[src/btpc_consts.svh]
// constants for the branch target and program counter logic
// assumes inclusion by bare name from the package and the design files
`ifndef BTPC_CONSTS_SVH
`define BTPC_CONSTS_SVH

// ----------------------------------------
// widths
// ----------------------------------------
`define BTPC_PC_W          16
`define BTPC_LEN_W         3
`define BTPC_INDEX_W       5

// ----------------------------------------
// reset values and fixed fields
// ----------------------------------------
`define BTPC_PC_RESET      16'h0000
`define BTPC_SHORT_PAGE    5'h01
`define BTPC_TABLE_BASE    16'h0040
`define BTPC_TABLE_LSB     1
`define BTPC_TABLE_MSB     5

// ----------------------------------------
// timing
// ----------------------------------------
`define BTPC_FETCH_MAX     64

`endif

[src/btpc_pkg.sv]
// types and helper functions of the branch target and program counter logic
// assumes btpc_consts.svh is on the include path
`include "btpc_consts.svh"

package btpc_pkg;

   // ----------------------------------------
   // modes from the decoder
   // ----------------------------------------
   typedef enum logic [2:0] {
      btpc_mode_seq,
      btpc_mode_rel,
      btpc_mode_abs,
      btpc_mode_short,
      btpc_mode_table,
      btpc_mode_reg
   } btpc_mode_t;

   typedef enum logic [1:0] {
      btpc_fetch_idle,
      btpc_fetch_lo,
      btpc_fetch_hi
   } btpc_fetch_state_t;

   // ----------------------------------------
   // module state
   // ----------------------------------------
   typedef struct packed {
      logic [`BTPC_PC_W-1:0]    pc;
      logic                     pc_valid;
      logic                     busy;
      logic                     start;
      logic [`BTPC_INDEX_W-1:0] index;
   } btpc_core_state_t;

   typedef struct packed {
      btpc_fetch_state_t     state;
      logic [`BTPC_PC_W-1:0] addr;
      logic                  req;
      logic [7:0]            lo;
      logic                  done;
      logic [`BTPC_PC_W-1:0] entry;
   } btpc_fetch_st_t;

   // ----------------------------------------
   // functions
   // ----------------------------------------
   function automatic logic [`BTPC_PC_W-1:0] btpc_sext8(input logic [7:0] d);
      btpc_sext8 = {{(`BTPC_PC_W-8){d[7]}}, d};
   endfunction

   function automatic logic [`BTPC_PC_W-1:0] btpc_table_addr(input logic [`BTPC_INDEX_W-1:0] idx);
      btpc_table_addr = `BTPC_TABLE_BASE + {10'h000, idx, 1'b0};
   endfunction

endpackage

[src/btpc_fetch_if.sv]
// carrier between the core and its table fetch unit
// assumes both ends run on the same clock
`timescale 1ns/1ns
`include "btpc_consts.svh"

interface btpc_fetch_if;
   logic                     start;
   logic [`BTPC_INDEX_W-1:0] index;
   logic                     done;
   logic [`BTPC_PC_W-1:0]    entry;

   modport core (output start, output index, input done, input entry);
   modport fetcher (input start, input index, output done, output entry);
endinterface

[src/btpc_table_fetch.sv]
// table entry fetch: reads a 16-bit entry as two bytes from program memory
// assumes memory answers each request with one mem_rvalid pulse, later
`timescale 1ns/1ns
`include "btpc_consts.svh"

module btpc_table_fetch (
   input  wire logic            clk,
   input  wire logic            rst,
   btpc_fetch_if.fetcher        f,
   output logic                 mem_req,
   output logic [15:0]          mem_addr,
   input  wire logic [7:0]      mem_rdata,
   input  wire logic            mem_rvalid
);

   btpc_pkg::btpc_fetch_st_t s;
   btpc_pkg::btpc_fetch_st_t next_s;

   // ----------------------------------------
   // sequencer
   // ----------------------------------------
   always_comb begin
      next_s      = s;
      next_s.req  = 1'b0;
      next_s.done = 1'b0;
      case (s.state)
         btpc_pkg::btpc_fetch_idle: begin
            if (f.start) begin
               next_s.addr  = btpc_pkg::btpc_table_addr(f.index);
               next_s.req   = 1'b1;
               next_s.state = btpc_pkg::btpc_fetch_lo;
            end
         end
         btpc_pkg::btpc_fetch_lo: begin
            if (mem_rvalid) begin
               next_s.lo    = mem_rdata;
               next_s.addr  = s.addr + 16'h0001;
               next_s.req   = 1'b1;
               next_s.state = btpc_pkg::btpc_fetch_hi;
            end
         end
         btpc_pkg::btpc_fetch_hi: begin
            if (mem_rvalid) begin
               next_s.entry = {mem_rdata, s.lo};
               next_s.done  = 1'b1;
               next_s.state = btpc_pkg::btpc_fetch_idle;
            end
         end
         default: next_s.state = btpc_pkg::btpc_fetch_idle;
      endcase
   end

   always_ff @(posedge clk) begin
      if (rst) begin
         s <= '0;
      end else begin
         s <= next_s;
      end
   end

   assign mem_req  = s.req;
   assign mem_addr = s.addr;
   assign f.done   = s.done;
   assign f.entry  = s.entry;
endmodule // btpc_table_fetch

[src/btpc_core.sv]
// program counter next-address logic of an 8-bit core
// assumes the decoder holds issue only while busy is low and drives all fields with it
`timescale 1ns/1ns
`include "btpc_consts.svh"

module btpc_core #(
   parameter int FETCH_MAX = `BTPC_FETCH_MAX
) (
   input  wire logic                      clk,
   input  wire logic                      rst,
   input  wire logic                      issue,
   input  wire btpc_pkg::btpc_mode_t      mode,
   input  wire logic [`BTPC_LEN_W-1:0]    instr_len,
   input  wire logic                      cond_taken,
   input  wire logic [7:0]                relative_displacement,
   input  wire logic [`BTPC_PC_W-1:0]     imm_addr,
   input  wire logic [10:0]               short_call_field,
   input  wire logic [7:0]                opcode,
   input  wire logic [`BTPC_PC_W-1:0]     accumulator_pair,
   input  wire logic [7:0]                mem_rdata,
   input  wire logic                      mem_rvalid,
   output logic [`BTPC_PC_W-1:0]          program_counter,
   output logic                           pc_valid,
   output logic                           busy,
   output logic                           mem_req,
   output logic [`BTPC_PC_W-1:0]          mem_addr
);

   btpc_pkg::btpc_core_state_t s;
   btpc_pkg::btpc_core_state_t next_s;
   btpc_fetch_if               fif ();

   logic                       take;
   logic [`BTPC_PC_W-1:0]      seq_addr;
   logic [`BTPC_PC_W-1:0]      rel_addr;

   // ----------------------------------------
   // address arithmetic
   // ----------------------------------------
   assign take     = issue && !s.busy;
   assign seq_addr = s.pc + {13'h0000, instr_len};
   assign rel_addr = seq_addr + btpc_pkg::btpc_sext8(relative_displacement);

   // ----------------------------------------
   // next program counter
   // ----------------------------------------
   always_comb begin
      next_s          = s;
      next_s.pc_valid = 1'b0;
      next_s.start    = 1'b0;
      if (s.busy) begin
         if (fif.done) begin
            next_s.pc       = fif.entry;
            next_s.pc_valid = 1'b1;
            next_s.busy     = 1'b0;
         end
      end else if (issue) begin
         next_s.pc_valid = 1'b1;
         case (mode)
            btpc_pkg::btpc_mode_seq: begin
               next_s.pc = seq_addr;
            end
            btpc_pkg::btpc_mode_rel: begin
               next_s.pc = cond_taken ? rel_addr : seq_addr;
            end
            btpc_pkg::btpc_mode_abs: begin
               next_s.pc = imm_addr;
            end
            btpc_pkg::btpc_mode_short: begin
               next_s.pc = {`BTPC_SHORT_PAGE, short_call_field};
            end
            btpc_pkg::btpc_mode_table: begin
               next_s.pc_valid = 1'b0;
               next_s.busy     = 1'b1;
               next_s.start    = 1'b1;
               next_s.index    = opcode[`BTPC_TABLE_MSB:`BTPC_TABLE_LSB];
            end
            btpc_pkg::btpc_mode_reg: begin
               next_s.pc = accumulator_pair;
            end
            default: begin
               next_s.pc = seq_addr;
            end
         endcase
      end
   end

   always_ff @(posedge clk) begin
      if (rst) begin
         s    <= '0;
         s.pc <= `BTPC_PC_RESET;
      end else begin
         s <= next_s;
      end
   end

   assign fif.start = s.start;
   assign fif.index = s.index;

   // ----------------------------------------
   // table fetch unit
   // ----------------------------------------
   btpc_table_fetch u_fetch (
      .clk        (clk),
      .rst        (rst),
      .f          (fif),
      .mem_req    (mem_req),
      .mem_addr   (mem_addr),
      .mem_rdata  (mem_rdata),
      .mem_rvalid (mem_rvalid)
   );

   assign program_counter = s.pc;
   assign pc_valid        = s.pc_valid;
   assign busy            = s.busy;
endmodule // btpc_core

[config.mk]
export PLATFORM = sky130hd
export DESIGN_NAME = btpc_core
export DESIGN_NICKNAME = d
export VERILOG_FILES = /design/src/btpc_pkg.sv /design/src/btpc_fetch_if.sv /design/src/btpc_table_fetch.sv /design/src/btpc_core.sv
export VERILOG_INCLUDE_DIRS = /design/src
export SDC_FILE = /design/constraint.sdc
export NUM_CORES = 1
export LEC_CHECK = 0
export ABC_AREA = 1
export BUFFER_PORTS_ARGS = -buffer_cell sky130_fd_sc_hd__buf_4
export CORE_ASPECT_RATIO = 1.25
export CORE_MARGIN = 3
export CORE_UTILIZATION = 56
export CTS_CLUSTER_DIAMETER = 50
export DETAILED_ROUTE_END_ITERATION = 10
export HOLD_SLACK_MARGIN = 0.03
export PLACE_DENSITY = 0.8
export SKIP_CTS_REPAIR_TIMING = 1
export SLEW_MARGIN = 20
export SYNTH_ARGS = -nofsm -noshare
export SYNTH_HDL_FRONTEND = slang
export SYNTH_HIERARCHICAL = 1
export SYNTH_SLANG_ARGS = --single-unit
[constraint.sdc]
create_clock -name clk -period 4 [get_ports clk]
set_clock_uncertainty 0.05 [all_clocks]
set_input_delay 0.2 -clock clk [delete_from_list [all_inputs] [get_ports clk]]
set_output_delay 0.2 -clock clk [all_outputs]
set_load 0.02 [all_outputs]
==> results by group <==
Status
  • Outcome: complete, no violations

Finish
  • Register area: 1360 um^2
  • Diode count: 0
  • Commonest non-fill, non-tap cell in the layout: nand2_1
  • Fill count: 827
  • # nets final: 975
  • Multi-input logic area: 3100 um^2
  • Fraction of layout cells with a size suffix above 1: 0.205
  • Most frequent cells in the layout: nand2_1, buf_4, inv_1
  • Synthesis-to-layout area growth: 16.7%

Setup path
  • End of the critical path: program_counter[13]
  • Critical Path Sink Type: flop
  • FF-to-FF End: program_counter[13]
  • Master of the slowest instance on the critical path: fa_1
  • CP peak stage delay: 380 ps
  • Crit path from: program_counter[0]
  • CP Max Fanout: 5
  • Worst R2R Path Depth: 23
  • WS Path Type: reg2reg
  • R2R Setup Slk: 440 ps
  • Kind of cell adding the most delay to the critical path: simple AND/OR/NAND/NOR gates
  • Most frequent CP cell: nand2_1
  • Worst EP arrival: 3730 ps
  • Worst Setup Start Kind: flop
  • Crit-path cells: ha_1 > inv_1 > fa_1 > inv_1 > nand2_1 > nand2_1 > nand2_1 > nor2_1 > nand2_1 > xor2_1 > inv_1 > ha_1 > nand2_1 > inv_1 > nand3_1 > nor3_1 > nand2_1 > nand3_1 > nand3_1 > nand2_1 > nand2_1 > nand3_1 > nand2_1
  • CP Data Required Time: 4170 ps
  • Crit path buffers/inverters: 4
  • Critical Path Stages: 23
  • R2r startpoint: program_counter[0]

GRT
  • All-Layer GR Usage: 0.275
  • Initial antenna violation count: 0
  • First-pass GRT wire length: 23600 um
  • GR Overflow Total: 0
  • Vias in the first global route: 5242
  • Largest net degree at the start of global routing: 34

Synthesis
  • Synth top area cells: dfxtp_1, nand2_1, inv_1
  • Number of synthesized register bits: 68
  • Syn Inst Count: 810
  • Avg Cell Area, Syn: 6.53 um^2
  • Distinct cells, synth: 54
  • Yosys top cell by area: dfxtp_1
  • Area fraction of the dominant cell type after synthesis: 0.257
  • Syn. warnings: 6
  • Syn Nets: 909
  • Post-Synthesis Cell Area: 5290 um^2
  • Post-synthesis sequential area ratio: 0.257

Hold path
  • Hold Path Class: in2reg

Drt
  • Via count: 5445
  • Residual DRC: 0
  • Drt pass-1 iters: 5
  • WL/cell: 14.7 um
  • Via density: 5.42
  • Antenna-violating nets left: 0
  • Initial DRC Count: 301
  • Total wire length: 14800 um

Clock tree
  • Cts bufs inserted: 9
  • TritonCTS clock tree: done
  • CTS sink cnt: 68
  • Clk root buf: clkbuf_16
  • Worst-Skew Late Latency: 330 ps
  • Max clock buf depth: 2
  • H-Tree Depth: 3
  • Clock transition at path regs: 50 ps

Floorplan
  • CORE AREA: 9170 um^2
  • Starting Density: 0.577
  • Die X-Extent: 92.9 um
  • I/O pin count: 113
  • Num rows: 39
  • Die ar.: 10700 um^2
  • Die height: 115 um

Pwr
  • P_leak: 2.86 nW
  • Max VDD drop: 347 uV
  • Pwr dens: 293 nW/um^2

Timing
  • Final TNS setup: 0 ps
  • Fin. Hold Viols: 0
  • Hold WS: 61.6 ps
  • Tightest Pin Transition: 1000 ps
  • Slew HR: 0.329
  • RSZ-0062 raised after global routing: no
  • Tmin final: 3560 ps
  • Final worst path period share: 0.890
  • Max-slew violation count: 0
  • Setup violations, final: 0
  • Max Clk Rate: 281 MHz

Placement
  • Port Buffers: 109
  • Hpwl dp: 11700 um
  • Gpl congestion: 0.974

Run
  • Max Cap Viol: 0
routing by layer:
| metal | part of all wire | vias to the layer above | global-route usage |
|---|---|---|---|
| li1 | - | 2756 | - |
| met1 | 0.39 | 2457 | 0.300 |
| met2 | 0.52 | 199 | 0.518 |
| met3 | 0.057 | 33 | 0.0421 |
| met4 | 0.034 | 0 | 0.123 |
| met5 | 0 | - | 0 |
synth_stat cells, drive strengths merged:
cell type	instances
o211ai	4
o21a	1
nor3	10
nand4	11
nand3b	3
a22oi	4
dfxtp	68
and3	1
ha	19
a221oi	7
nor4	2
fa	2
clkbuf	9
o22ai	1
a32o	1
and2	1
o21bai	5
o2111ai	1
nand2	216
a22o	3
buf	45
a21boi	3
or2	2
a21o	1
xnor2	4
a31oi	5
xor2	7
nand3	64
a21oi	59
nor2	70
inv	115
a211oi	3
o21ai	63
how the worst min path moves through the flow:
stage | from | end | slack [ps] | cells past startpoint
after floorplan | rst | busy | 220 | 1
after global placement | opcode[5] | fif.index[4] | 380 | 3
after detailed placement | opcode[4] | fif.index[3] | 390 | 3
after CTS | opcode[2] | fif.index[1] | 60 | 3
after global routing | opcode[2] | fif.index[1] | 70 | 3
final | opcode[2] | fif.index[1] | 60 | 3
where the power goes:
part,leakage (nW),switching [W],total (W),internal [W]
Clock,0.149,0.000266,0.000771,0.000505
Combinational,2.16,0.000198,0.000336,0.000138
Sequential,0.549,0.0000133,0.000703,0.000689
final cells by class:
class,count,area share
Multi-Input combinational cell,573,0.502
Clock buffer,16,0.0488
Inverter,115,0.0715
Tap cell,123,0.0249
Sequential cell,68,0.220
Timing Repair Buffer,109,0.133
metrics by stage:
stage               worst slack [ps]  power (W)  std cells   util  area, um^2
global placement                 637    0.00104        988  0.640        5870
global route                    69.6    0.00188       1004  0.673        6170
CTS                              455    0.00182       1004  0.673        6170
detailed placement               489    0.00105        988  0.640        5870
floorplan                        887   0.000927        810      -        5290
finish                           439    0.00181       1004  0.673        6170
state kept, by name (all words and copies together) (netlist names):
register,cells
u_fetch/s,10
u_fetch/f.entry,16
busy,1
pc_valid,1
u_fetch/mem_req,1
fif.index,5
u_fetch/f.done,1
u_fetch/mem_addr,16
program_counter,16
fif.start,1
worst reg2reg max path: cells and delay by family, from the launching register on:
kind | cells | cell delay, ps
buffers and inverters | 4 | 310
AND/OR/NAND/NOR | 15 | 1530
flip-flops | 1 | 360
adder cells (fa/ha/maj) | 3 | 930
XOR/XNOR | 1 | 280
cells by family after synthesis:
logic type,count (synthesis),share of synthesized area
AO/OA/AOI/OAI,161,0.186
XOR/XNOR,11,0.0182
adder cells (fa/ha/maj),21,0.0525
buffers and inverters,169,0.157
flip-flops,68,0.257
AND/OR/NAND/NOR,380,0.329
(Power assumes the default switching activity.)
